`src/wdt_consts.svh`:
```
`ifndef WDT_CONSTS_SVH
`define WDT_CONSTS_SVH
// Register byte addresses
`define WDT_OSC_MODE_ADDR 16'hFFA0
`define WDT_RESTART_ADDR 16'hFFA4
`define WDT_STATUS_ADDR 16'hFFA8
// Reset value of the oscillator mode register
`define WDT_OSC_MODE_RESET 8'h80
// Oscillator mode register fields
`define WDT_MODE_FAST_STATUS 7
`define WDT_MODE_SLOW_STOP 1
`define WDT_MODE_FAST_STOP 0
// Status register fields
`define WDT_ST_FIRST 20
`define WDT_ST_CFG_LSB 24
// Overflow exponent of code 000
`define WDT_OVF_EXP_BASE 10
// Shortest overflow time and main clock period
`define WDT_MIN_OVF_NS 3880000
`define WDT_CLK_PERIOD_NS 4
// Main clock cycles per slow oscillator cycle
`define WDT_SLOW_DIV ((`WDT_MIN_OVF_NS / `WDT_CLK_PERIOD_NS) / 1024)
// AXI responses
`define WDT_RESP_OKAY 2'h0
`define WDT_RESP_DECERR 2'h3
`endif

```
`src/wdt_pkg.sv`:
```
package wdt_pkg;
    // Option byte, bit 7 down to bit 0
    typedef struct packed {
        logic fixed_zero;
        logic open_window_select_hi;
        logic open_window_select_lo;
        logic watchdog_enable_option;
        logic overflow_select_bit2;
        logic overflow_select_bit1;
        logic overflow_select_bit0;
        logic slow_osc_stop_permit; // 1 = stop locked out
    } option_cfg_t;

    // Oscillator mode register contents
    typedef struct packed {
        logic fast_osc_status;
        logic slow_osc_stop_request;
        logic fast_osc_stop_request;
    } osc_mode_t;
endpackage

```
`src/window_watchdog_timer.sv`:
```
`timescale 1ns/1ps
`include "wdt_consts.svh"

module window_watchdog_timer
    import wdt_pkg::*;
#(
    parameter int ADDR_W = 16,
    parameter int SLOW_DIV = `WDT_SLOW_DIV
) (
    // Clock and reset
    input wire logic clk,
    input wire logic rst_n,
    // Option byte from flash, and standby state
    input wire logic [7:0] option_byte,
    input wire logic standby,
    // AXI4-Lite write address and data
    input wire logic [ADDR_W-1:0] s_axi_awaddr,
    input wire logic s_axi_awvalid,
    output logic s_axi_awready,
    input wire logic [31:0] s_axi_wdata,
    input wire logic [3:0] s_axi_wstrb,
    input wire logic s_axi_wvalid,
    output logic s_axi_wready,
    // AXI4-Lite write response
    output logic [1:0] s_axi_bresp,
    output logic s_axi_bvalid,
    input wire logic s_axi_bready,
    // AXI4-Lite read
    input wire logic [ADDR_W-1:0] s_axi_araddr,
    input wire logic s_axi_arvalid,
    output logic s_axi_arready,
    output logic [31:0] s_axi_rdata,
    output logic [1:0] s_axi_rresp,
    output logic s_axi_rvalid,
    input wire logic s_axi_rready,
    // Watchdog and oscillator outputs
    output logic internal_reset_q,
    output logic slow_osc_running,
    output logic fast_osc_stop
);

    // Parameter limits that the logic can serve; the divider is 16 bits wide
    if (ADDR_W < 16 || ADDR_W > 32) begin : g_addr_w_check
        $error("ADDR_W must be 16..32");
    end
    if (SLOW_DIV < 2 || SLOW_DIV > 65536) begin : g_slow_div_check
        $error("SLOW_DIV must be 2..65536");
    end

    localparam int CW = 17;

    // Last count before overflow for an overflow code
    function automatic logic [CW-1:0] ovf_last(input logic [2:0] sel);
        logic [CW:0] period;
        period = (CW+1)'(1) << (`WDT_OVF_EXP_BASE + sel);
        return CW'(period - (CW+1)'(1));
    endfunction

    // First count of the open window: closed part of the period
    function automatic logic [CW-1:0] open_start(input logic [2:0] sel,
                                                 input logic [1:0] win);
        logic [CW:0] quarter;
        quarter = (CW+1)'(1) << (`WDT_OVF_EXP_BASE + sel - 2);
        return CW'(quarter * (CW+1)'(2'h3 - win));
    endfunction

    option_cfg_t cfg_q;
    logic loaded_q;
    osc_mode_t mode_q;
    logic [15:0] div_q;
    logic [CW-1:0] count_q;
    logic first_q;
    logic aw_hold_q, w_hold_q;
    logic [ADDR_W-1:0] awaddr_q;
    logic [31:0] wdata_q;
    logic [3:0] wstrb_q;
    logic [1:0] bresp_q, rresp_q;
    logic bvalid_q, rvalid_q;
    logic [31:0] rdata_q;

    logic [2:0] ovf_sel;
    logic [1:0] win_sel;
    logic active, stop_allowed, tick, at_last, wr_fire;
    logic restart_evt, overflow, bad_restart, good_restart;
    logic [CW-1:0] last_cnt, open_cnt;

    // Option fields latched once after reset release
    always_ff @(posedge clk) begin
        if (!rst_n) begin
            cfg_q <= '0;
            loaded_q <= 1'b0;
        end else if (!loaded_q) begin
            cfg_q <= option_cfg_t'({1'b0, option_byte[6:0]});
            loaded_q <= 1'b1;
        end
    end

    // Decoded option fields
    assign ovf_sel = {cfg_q.overflow_select_bit2, cfg_q.overflow_select_bit1,
                      cfg_q.overflow_select_bit0};
    assign win_sel = {cfg_q.open_window_select_hi, cfg_q.open_window_select_lo};
    assign last_cnt = ovf_last(ovf_sel);
    assign open_cnt = open_start(ovf_sel, win_sel);
    assign active = loaded_q && cfg_q.watchdog_enable_option;

    // Slow and fast oscillator gating
    assign stop_allowed = loaded_q && !cfg_q.slow_osc_stop_permit;
    assign slow_osc_running =
        !(stop_allowed && (mode_q.slow_osc_stop_request || standby));
    assign fast_osc_stop = mode_q.fast_osc_stop_request;

    // Slow clock tick; divider frozen while the oscillator is stopped
    always_ff @(posedge clk) begin
        if (!rst_n) begin
            div_q <= '0;
        end else if (slow_osc_running) begin
            div_q <= (div_q == 16'(SLOW_DIV - 1)) ? '0 : div_q + 16'h0001;
        end
    end
    assign tick = slow_osc_running && (div_q == 16'(SLOW_DIV - 1));

    // Restart detection and outcome
    assign at_last = (count_q == last_cnt);
    assign overflow = active && tick && at_last;
    assign bad_restart = active && restart_evt && !first_q
                         && (count_q < open_cnt);
    assign good_restart = active && restart_evt && !bad_restart && !overflow;

    // Internal reset pulse
    always_ff @(posedge clk) begin
        if (!rst_n) begin
            internal_reset_q <= 1'b0;
        end else begin
            internal_reset_q <= overflow || bad_restart;
        end
    end

    // Watchdog counter
    always_ff @(posedge clk) begin
        if (!rst_n) begin
            count_q <= '0;
        end else if (!active || overflow || bad_restart) begin
            count_q <= '0;
        end else if (good_restart) begin
            count_q <= '0;
        end else if (tick) begin
            count_q <= count_q + CW'(1);
        end
    end

    // First-restart exemption flag
    always_ff @(posedge clk) begin
        if (!rst_n) begin
            first_q <= 1'b1;
        end else if (overflow || bad_restart) begin
            first_q <= 1'b1;
        end else if (good_restart) begin
            first_q <= 1'b0;
        end
    end

    // Write channel acceptance
    assign s_axi_awready = !aw_hold_q && !s_axi_bvalid;
    assign s_axi_wready = !w_hold_q && !s_axi_bvalid;
    assign wr_fire = aw_hold_q && w_hold_q && !bvalid_q;
    assign restart_evt = wr_fire && (awaddr_q == ADDR_W'(`WDT_RESTART_ADDR));

    // Address and data holding
    always_ff @(posedge clk) begin
        if (!rst_n) begin
            aw_hold_q <= 1'b0;
            w_hold_q <= 1'b0;
            awaddr_q <= '0;
            wdata_q <= '0;
            wstrb_q <= '0;
        end else begin
            if (s_axi_awvalid && s_axi_awready) begin
                aw_hold_q <= 1'b1;
                awaddr_q <= s_axi_awaddr;
            end else if (wr_fire) begin
                aw_hold_q <= 1'b0;
            end
            if (s_axi_wvalid && s_axi_wready) begin
                w_hold_q <= 1'b1;
                wdata_q <= s_axi_wdata;
                wstrb_q <= s_axi_wstrb;
            end else if (wr_fire) begin
                w_hold_q <= 1'b0;
            end
        end
    end

    // Oscillator mode register
    always_ff @(posedge clk) begin
        if (!rst_n) begin
            mode_q <= osc_mode_t'(3'h4);
        end else if (wr_fire && wstrb_q[0] && (awaddr_q == ADDR_W'(`WDT_OSC_MODE_ADDR))) begin
            mode_q.slow_osc_stop_request <= wdata_q[`WDT_MODE_SLOW_STOP];
            mode_q.fast_osc_stop_request <= wdata_q[`WDT_MODE_FAST_STOP];
            mode_q.fast_osc_status <= !wdata_q[`WDT_MODE_FAST_STOP];
        end
    end

    // Write response
    always_ff @(posedge clk) begin
        if (!rst_n) begin
            bvalid_q <= 1'b0;
            bresp_q <= `WDT_RESP_OKAY;
        end else if (wr_fire) begin
            bvalid_q <= 1'b1;
            bresp_q <= (awaddr_q == ADDR_W'(`WDT_OSC_MODE_ADDR)
                        || awaddr_q == ADDR_W'(`WDT_RESTART_ADDR)
                        || awaddr_q == ADDR_W'(`WDT_STATUS_ADDR))
                       ? `WDT_RESP_OKAY : `WDT_RESP_DECERR;
        end else if (s_axi_bready) begin
            bvalid_q <= 1'b0;
        end
    end
    assign s_axi_bvalid = bvalid_q;
    assign s_axi_bresp = bresp_q;

    // Read channel
    assign s_axi_arready = !rvalid_q;
    always_ff @(posedge clk) begin
        if (!rst_n) begin
            rvalid_q <= 1'b0;
            rdata_q <= '0;
            rresp_q <= `WDT_RESP_OKAY;
        end else if (s_axi_arvalid && s_axi_arready) begin
            rvalid_q <= 1'b1;
            rresp_q <= `WDT_RESP_OKAY;
            rdata_q <= '0;
            if (s_axi_araddr == ADDR_W'(`WDT_OSC_MODE_ADDR)) begin
                rdata_q[`WDT_MODE_FAST_STATUS] <= mode_q.fast_osc_status;
                rdata_q[`WDT_MODE_SLOW_STOP] <= mode_q.slow_osc_stop_request;
                rdata_q[`WDT_MODE_FAST_STOP] <= mode_q.fast_osc_stop_request;
            end else if (s_axi_araddr == ADDR_W'(`WDT_STATUS_ADDR)) begin
                rdata_q[CW-1:0] <= count_q;
                rdata_q[`WDT_ST_FIRST] <= first_q;
                rdata_q[`WDT_ST_CFG_LSB +: 8] <= cfg_q;
            end else if (s_axi_araddr != ADDR_W'(`WDT_RESTART_ADDR)) begin
                rresp_q <= `WDT_RESP_DECERR;
            end
        end else if (s_axi_rready) begin
            rvalid_q <= 1'b0;
        end
    end
    assign s_axi_rvalid = rvalid_q;
    assign s_axi_rdata = rdata_q;
    assign s_axi_rresp = rresp_q;
endmodule // window_watchdog_timer

```
`config.mk`:
```
export PLATFORM = sky130hd
export DESIGN_NAME = window_watchdog_timer
export DESIGN_NICKNAME = d
export VERILOG_FILES = /design/src/wdt_pkg.sv /design/src/window_watchdog_timer.sv
export VERILOG_INCLUDE_DIRS = /design/src
export SDC_FILE = /design/constraint.sdc
export NUM_CORES = 1
export LEC_CHECK = 0
export BUFFER_PORTS_ARGS = -buffer_cell sky130_fd_sc_hd__buf_4
export CAP_MARGIN = 10
export CORE_ASPECT_RATIO = 0.75
export CORE_MARGIN = 3
export CORE_UTILIZATION = 45
export CTS_BUF_LIST = sky130_fd_sc_hd__clkbuf_8
export DETAILED_ROUTE_END_ITERATION = 10
export PLACE_DENSITY = 0.68
export REMOVE_ABC_BUFFERS = 1
export SLEW_MARGIN = 0
export SYNTH_ARGS = -nofsm -noshare
export SYNTH_HDL_FRONTEND = slang
export SYNTH_SLANG_ARGS = --single-unit
export TNS_END_PERCENT = 10
```
`constraint.sdc`:
```
create_clock -name clk -period 5.27 [get_ports clk]
set_input_delay 0.7905 -clock clk [delete_from_list [all_inputs] [get_ports clk]]
set_output_delay 0.7905 -clock clk [all_outputs]
set_load 0.05 [all_outputs]
```
; ---- Word level (Yosys, flattened, before mapping)
; Cells that the tools add are included.
[op_classes]
mux = 22
n_addsub = 6
eq_ne = 8
shift = 2
bitwise = 1
multipliers = 1
reduce_logical = 44
magnitude_cmp = 1
[op_table]
columns = cell, count
row1 = "equality test 16 bit, second input constant", 5
row2 = "left shift 1 x 32 -> 18 bit, first input constant", 1
row3 = logical AND 1 bit, 21
row4 = multiplier 18 x 3 -> 17 bit, 1
row5 = "adder 17 x 1 -> 17 bit, second input constant", 1
row6 = equality test 17 bit, 1
row7 = less-than comparator 17 bit, 1
row8 = two-way mux 17 bit, 1
row9 = "left shift 1 x 5 -> 17 bit, first input constant", 1
row10 = "subtractor 17 x 1 -> 17 bit, second input constant", 1
row11 = "adder 16 x 1 -> 16 bit, second input constant", 1
row12 = "equality test 16 x 10 -> 1 bit, second input constant", 1
row13 = two-way mux 16 bit, 1
row14 = "!= test 16 bit, second input constant", 1
row15 = two-way mux 7 bit, 2
row16 = logical NOT 1 bit, 11
row17 = two-way mux 1 bit, 11
row18 = two-way mux 2 bit, 5
row19 = two-way mux 9 bit, 1
row20 = nonzero test 2 bit, 4
row21 = logical OR 1 bit, 6
row22 = "subtractor 5 x 2 -> 6 bit, second input constant", 1
row23 = "adder 4 x 3 -> 5 bit, first input constant", 1
row24 = two-way mux 5 bit, 1
row25 = 4 further kinds, 4
[totals]
elab_cells = 110
inputBits = 84
reg_bits = 99
output_inout_bits = 44

; ---- Depth between registers and ports, before layout
; Gate-level depths: netlist of the first run.
[logic_depth]
ltp_word = 10
depth_mapped = 22

; ---- Least setup slack after synthesis of the first run
; OpenSTA, ideal clock, no wires.
[synth_path]
path_type = reg-to-reg
start = register cfg_q[2] (netlist bit)
end = register first_q
path_stages_with_launch = 22
n_path_buf = 2
period_less_slack_ns = 4.750
setup_slack_ns = 0.520
t_arrival_ns = 4.625
cell_sequence = dfxtp_1 ha_1 buf_2 xnor2_1 or2_2 clkbuf_1 nor2_1 ha_1 ha_1 a211o_1 a2111oi_0 nor2_1 a21oi_1 mux2i_1 nor2_1 ha_1 nand4_1 nor4_1 o21ai_0 a31oi_1 nor4_1 a2111o_1
[synth_between]
elab_chain_len = 9
[synth_lines]
columns = element, line
row1 = start: declaration, window_watchdog_timer.sv:67  ; option_cfg_t cfg_q;
row2 = start signal: assignment, window_watchdog_timer.sv:93  ; cfg_q <= option_cfg_t'({1'b0, option_byte[6:0]});
row3 = adder 4 x 3 -> 5 bit (no line) *, -
row4 = subtractor 5 x 2 -> 6 bit (no line), -
row5 = left shift 1 x 32 -> 18 bit, window_watchdog_timer.sv:63  ; quarter = (CW+1)'(1) << (`WDT_OVF_EXP_BASE + sel - 2);
row6 = multiplier 18 x 3 -> 17 bit, window_watchdog_timer.sv:64  ; return CW'(quarter * (CW+1)'(2'h3 - win));
row7 = less-than comparator 17 bit, window_watchdog_timer.sv:126  ; && (count_q < open_cnt);
row8 = logical AND 1 bit, window_watchdog_timer.sv:126
row9 = logical NOT 1 bit, window_watchdog_timer.sv:127  ; assign good_restart = active && restart_evt && !bad_restart && !overflow;
row10 = logical AND 1 bit (2 in a row), window_watchdog_timer.sv:127
row11 = end signal: assignment, window_watchdog_timer.sv:154  ; first_q <= 1'b1;
row12 = end signal: assignment, window_watchdog_timer.sv:156  ; first_q <= 1'b1;
row13 = end signal: assignment, window_watchdog_timer.sv:158  ; first_q <= 1'b0;
row14 = end: declaration, window_watchdog_timer.sv:72  ; logic first_q;
; Mark *: on every way between the ends. The rest lies on a longest branch, timed or not.
; A chain may end at the register's enable or synchronous reset.

; ---- Final worst setup path of the first run
; Same ends and word-level chain as after synthesis.

==> impl_metrics.py, run 1 <==
metrics = {
    "status": {
        "status": "complete, no violations",
    },
    "routing": {
        "drt_pre_antenna_iters": 6,
        "drc": 0,
        "post_drt_wl_per_cell_um": 15.15,
        "drtIter0Drc": 250,
        "vias_per_cell": 5.372,
        "wl_um": 14060,
        "ant_nets": 0,
        "dr_total_vias": 4985,
    },
    "yosys": {
        "synth-xor-area-share_pct": 7.488,
        "yosys.cell_count.top_type": "nor2_1",
        "syn-cell-area_um2": 5848,
        "synth_top_family_by_area": "simple AND/OR/NAND/NOR gates",
        "ys_types": 68,
        "synth_common_cells": "101 x nor2_1, 96 x dfxtp_1, 55 x ha_1, 54 x nand2_1, 45 x a21oi_1",
        "synthMuxAreaShare_pct": 2.739,
        "yosysWarningCount": 0,
        "synthArstFlopShare_pct": 0,
        "synth.avg_cell_area_um2": 8.677,
        "post_synth_fa_ha_maj_area_fraction_pct": 12.11,
        "ys_seq_elements": 96,
        "seq_area_frac_synth_pct": 32.86,
        "synth_edf_count": 0,
        "synthCells": 674,
        "synthTopCellsByArea": "dfxtp_1 33%, ha_1 12%, nor2_1 6.5%",
        "synthSimpleGateAreaFrac_pct": 24.30,
        "synth-compound-area-share_pct": 14.89,
        "yosysTopAreaCell": "dfxtp_1",
        "ys.flop_type": "dfxtp_1",
        "netlist.area_leader.share_pct": 32.86,
    },
    "critical_path": {
        "cp_slowest_cell": "a2111o_1",
        "path_delay_family": "compound AO/OA/AOI/OAI gates",
        "path_cells": "ha_1, xnor2_2, or2_2, nor2_1, ha_1, ha_1, a211o_1, a2111oi_2, buf_4, nor2_1, a21oi_2, mux2i_1, nor2_1, ha_1, nand4_1, nor4_1, o21ai_0, a31oi_2, nor4_2, a2111o_1",
        "cp_common_cell": "ha_1",
        "cp.required_ns": 5.52,
        "critPathLaunch": "cfg_q[2]",
        "rr_startpoint": "cfg_q[2]",
        "cp.arrival_ns": 5.27,
        "crit_cells": 20,
        "worstPathMaxFanout": 7,
        "critPathKind": "reg -> reg",
        "rrSetupSlack_ns": 0.25,
        "r2r_cells": 20,
        "cp_num_buf_inv": 1,
        "end_kind": "flip-flop",
        "max_stage_delay_ns": 0.39,
        "worstSetupStartpointType": "flip-flop",
    },
    "final_layout": {
        "drive_gt1_share_pct": 24.93,
        "nets": 897,
        "fillers": 1142,
        "diodes": 0,
        "instances_no_fill": 928,
        "syn_to_final_growth_pct": 17.74,
    },
    "floorplanning": {
        "die_area_um2": 14410,
        "chipWidth_um": 137.6,
        "rows": 35,
        "fp.dieH_um": 104.7,
        "coreArea_um2": 12480,
        "start_util_pct": 46.86,
        "ios": 128,
    },
    "global_route": {
        "grt_pass1_vias": 4768,
        "grt_max_degree": 46,
        "grt_antenna_before_repair": 0,
        "grt_pass1_wl_um": 23190,
        "grt_use_total_pct": 19.73,
        "grt_overflow": 0,
    },
    "sta": {
        "finalSetupViolations": 0,
        "min_period_over_period_pct": 95.24,
        "max_freq_mhz": 199.2,
        "relSlewSlack_pct": 48.48,
        "slew_violations": 0,
        "setup_ws_ns": 0.2507,
        "finalClockSkew_ns": 0.01061,
        "finalHoldViolations": 0,
        "tightest_slew_ns": 0.7701,
        "min_period_ns": 5.019,
    },
    "worst_hold_path": {
        "hp-class": "reg -> reg",
        "hp-start": "awaddr_q[9]",
        "whs_path_depth": 2,
    },
    "clocking": {
        "cts_tree": "built",
        "clock-sinks": 96,
        "cts_setup_buffers": 0,
        "path_clk_slew_ns": 0.10,
        "clockBufferDepth": 2,
        "numCtsBuffers": 9,
        "ctsHtreeMaxLevel": 3,
        "cts-root-buf": "clkbuf_8",
        "insertion_delay_ns": 0.37,
    },
    "placed_design": {
        "gp_congestion": 0.8738,
        "numPortBuffers": 86,
        "dp.cells": 912,
        "post-dp-hpwl_um": 10810,
        "pre_cts_ws_ns": -0.07550,
    },
    "power": {
        "p_leak_nw": 2.880,
        "power_density_nw_per_um2": 223.9,
        "vdd_drop_max_uv": 136.9,
    },
    "run": {
        "cap_violations": 0,
    },
}
[final timing paths]
path,end
hold reg to reg,awaddr_q[9]
hold / removal,awaddr_q[9]
setup reg to reg,first_q
setup / recovery,first_q
[worst min-delay path: cells and delay by family, from the launching register on]
family / cells / cell delay [ns]
simple gates: 1 / 0.05
compound gates: 1 / 0.05
flops: 1 / 0.32
[registers in the layout, indices dropped and copies added (netlist names), 2 cells and up]
signal,count
mode_q,2
s_axi_rdata,25
wdata_q,2
cfg_q,7
div_q,16
count_q,17
awaddr_q,16
[kinds of logic after synthesis]
| family | Yosys count |
|---|---|
| compound gates | 115 |
| xor+xnor | 50 |
| fa+ha+maj | 56 |
| buf+inv | 58 |
| flops | 96 |
| mux | 16 |
| other cells | 1 |
| simple gates | 282 |
[per-stage QoR]
step / hold slack (ns) / setup TNS, ns / power, mW / utilization [%] / cell area [µm²]
after global placement: 0.4395 / 0 / 1.008 / 53.02 / 6618
after floorplan: 0.4311 / 0 / 0.9301 / - / 5614
after CTS: 0.4611 / 0 / 1.554 / 54.90 / 6852
after global routing: 0.4862 / -0.05120 / 1.614 / 55.17 / 6885
final: 0.4608 / 0 / 1.542 / 55.17 / 6885
after detailed placement: 0.4471 / -0.07550 / 1.016 / 53.02 / 6618
[final cells by class]
cell class / count / area [µm²] / share of cell area (%)
clock inverters: 7 / 101.3 / 1.472
clock buffers: 9 / 123.9 / 1.799
well taps: 166 / 207.7 / 3.017
multi-input cells: 526 / 3665 / 53.23
inverters: 18 / 67.56 / 0.9813
repair buffers: 106 / 795.8 / 11.56
flip-flops and latches: 96 / 1924 / 27.95
[layer usage]
metal / global-route usage, % / vias to the layer above / part of all wire, %
li1: - / 2519 / -
met1: 28.41 / 2339 / 49
met2: 30.36 / 113 / 46
met3: 4.427 / 14 / 4.8
met4: 3.704 / 0 / 1.1
met5: 0 / - / 0
[placed cells by master (no fill, tap or decap), drive strengths merged, types with 3 or more instances in the layout]
master     n
a2111oi    3
a211oi     3
a21o       5
a21oi     45
a22oi     22
a31oi      4
and2       4
and3       5
buf      106
clkbuf     9
conb       7
dfxtp     96
ha        55
inv       21
mux2i     16
nand2     55
nand2b     8
nand3     21
nand3b     3
nand4     15
nor2     121
nor2b      3
nor3      10
nor3b      4
nor4       8
o21a       3
o21ai     10
o21bai     4
or2        5
or3        8
or4b       3
xnor2     26
xor2      24
[timing repair]
action                                  CTS  global route
endpoints found under the setup margin    2             2
resized for setup                         2            10
hold buffers                              0             0
pin swaps                                 0             2
hold endpoints to repair                  0             0
[power by group]
group          switching, mW  total, mW  internal [mW]  leakage, nW
sequential            0.0179      0.763          0.745        0.780
combinational          0.146      0.240         0.0936         1.99
clock                  0.266      0.539          0.273        0.112
Power figures use the tool's default switching activity.
==> run 2: changes to the inputs <==
Clock period 5.27 ns to 5.6 ns, I/O delays scaled along.
==> run 2 against run 1 <==
Fmax is 2.3% lower. Clock skew about the same. Wire length decreased by 4.5%. Non-clock buffer count fell by 6. Critical path type unchanged. Critical endpoint unchanged.
==> impl_metrics.py, run 2 (synthesis results as in run 1) <==
metrics = {
    "status": {
        "status": "complete, no violations",
    },
    "clocking": {
        "numCtsBuffers": 9,
        "clockBufferDepth": 2,
        "cts_tree": "built",
        "cts_setup_buffers": 0,
        "ctsHtreeMaxLevel": 3,
        "cts-root-buf": "clkbuf_8",
        "insertion_delay_ns": 0.37,
        "clock-sinks": 96,
        "path_clk_slew_ns": 0.10,
    },
    "sta": {
        "min_period_ns": 5.136,
        "finalSetupViolations": 0,
        "slew_violations": 0,
        "hold_ws_ns": 0.4626,
        "setup_tns_ns": 0,
        "finalHoldViolations": 0,
        "finalClockSkew_ns": 0.01078,
        "min_period_over_period_pct": 91.72,
        "relSlewSlack_pct": 48.59,
        "rsz0062_at_grt": "no",
        "max_freq_mhz": 194.7,
        "tightest_slew_ns": 0.7685,
    },
    "placed_design": {
        "placed_area_um2": 6573,
        "post-dp-hpwl_um": 10570,
        "gp_congestion": 0.8499,
        "numPortBuffers": 86,
    },
    "power": {
        "total_power_mw": 1.388,
        "power_density_nw_per_um2": 204.7,
        "p_leak_nw": 2.841,
        "vdd_drop_max_uv": 118.0,
    },
    "worst_hold_path": {
        "hp-class": "reg -> reg",
        "hp-start": "awaddr_q[13]",
        "whs_path_depth": 2,
        "whs_endpoint": "awaddr_q[13]",
    },
    "critical_path": {
        "critPathKind": "reg -> reg",
        "worstSetupStartpointType": "flip-flop",
        "cp.required_ns": 5.85,
        "worstPathMaxFanout": 9,
        "cp.arrival_ns": 5.39,
        "rrSetupSlack_ns": 0.46,
        "worstReg2RegEnd": "first_q",
        "r2r_cells": 20,
        "cp_num_buf_inv": 2,
        "end_kind": "flip-flop",
        "rr_startpoint": "cfg_q[2]",
        "path_cells": "inv_1, ha_2, nand3_1, nor2_1, ha_1, ha_1, a211o_1, a2111oi_1, buf_4, nor2_1, a21oi_2, mux2i_1, nor2_1, ha_1, nand4_1, nor4_1, o21ai_0, a31oi_1, nor4_1, a2111o_1",
        "max_stage_delay_ns": 0.46,
        "cp_slowest_cell": "dfxtp_1",
        "path_delay_family": "compound AO/OA/AOI/OAI gates",
    },
    "routing": {
        "post_drt_wl_per_cell_um": 14.57,
        "drc": 0,
        "dr_total_vias": 4912,
        "ant_nets": 0,
        "drtIter0Drc": 246,
        "wl_um": 13430,
        "vias_per_cell": 5.328,
        "drt_pre_antenna_iters": 5,
    },
    "floorplanning": {
        "rows": 35,
        "chipWidth_um": 137.6,
        "start_util_pct": 46.86,
        "ios": 128,
        "die_area_um2": 14410,
        "coreArea_um2": 12480,
        "fp.dieH_um": 104.7,
    },
    "final_layout": {
        "nets": 891,
        "final_cell_mix": "101 x nor2_1, 100 x buf_4, 95 x dfxtp_1, 54 x nand2_1, 54 x ha_1",
        "fin_util_pct": 54.32,
        "drive_gt1_share_pct": 23.41,
        "syn_to_final_growth_pct": 15.92,
        "final_common_cell": "nor2_1",
        "stdcell_area_um2": 6779,
        "largest_reg_flops": 25,
        "diodes": 0,
    },
    "global_route": {
        "grt_max_degree": 46,
        "grt_pass1_wl_um": 22250,
        "grt_use_total_pct": 19.01,
        "grt_antenna_before_repair": 0,
        "grt_overflow": 0,
        "grt_pass1_vias": 4605,
    },
    "run": {
        "cap_violations": 0,
    },
}
==> run 2: routing by layer <==
layer  wire length (µm)  global-route usage, %  up-vias
li1                   -                      -     2495
met1               6774                  28.12     2303
met2               5907                  28.38      101
met3                638                  4.235       13
met4                109                  3.561        0
met5                  0                      0        -
==> run 2: report_power, final <==
| group | internal [mW] | total, mW | switching, mW |
|---|---|---|---|
| logic | 0.0853 | 0.218 | 0.133 |
| clock network | 0.195 | 0.450 | 0.256 |
| registers | 0.701 | 0.719 | 0.0182 |
==> run 2: worst max-delay path by stage <==
stage	start	to	cells past startpoint
after detailed placement	cfg_q[3]	first_q	20
after floorplan	cfg_q[2]	first_q	19
after global placement	cfg_q[3]	first_q	20
after global routing	cfg_q[2]	first_q	20
final	cfg_q[2]	first_q	20
after CTS	cfg_q[3]	first_q	20
==> run 2: cell type report <==
type                            count  area, µm²
Clock buffer                       11      151.4
Sequential cell                    96       1923
Clock inverter                      5      46.29
Inverter                           18      67.56
Timing Repair Buffer              100      750.7
Multi-Input combinational cell    526       3632
Tap cell                          166      207.7
Fill cell                        1163       5702
==> run 2: worst min-delay path, delay by kind of cell (launching register included) <==
kind	cells	cell delay, ns
simple gates	1	0.05
flops	1	0.32
compound gates	1	0.05
==> run 2: metrics by stage <==
| step | cells | setup slack, ns |
|---|---|---|
| final | 922 | 0.4639 |
| after CTS | 922 | 0.2792 |
| after global routing | 922 | 0.04629 |
| after global placement | 906 | 0.4466 |
| after floorplan | 640 | 0.7215 |
| after detailed placement | 906 | 0.3599 |
==> run 2: what timing repair did <==
action	in CTS	in global routing
endpoints found under the setup margin	0	2
hold buffers	0	0
endpoints found under the hold margin	0	0
gates resized for setup	0	4
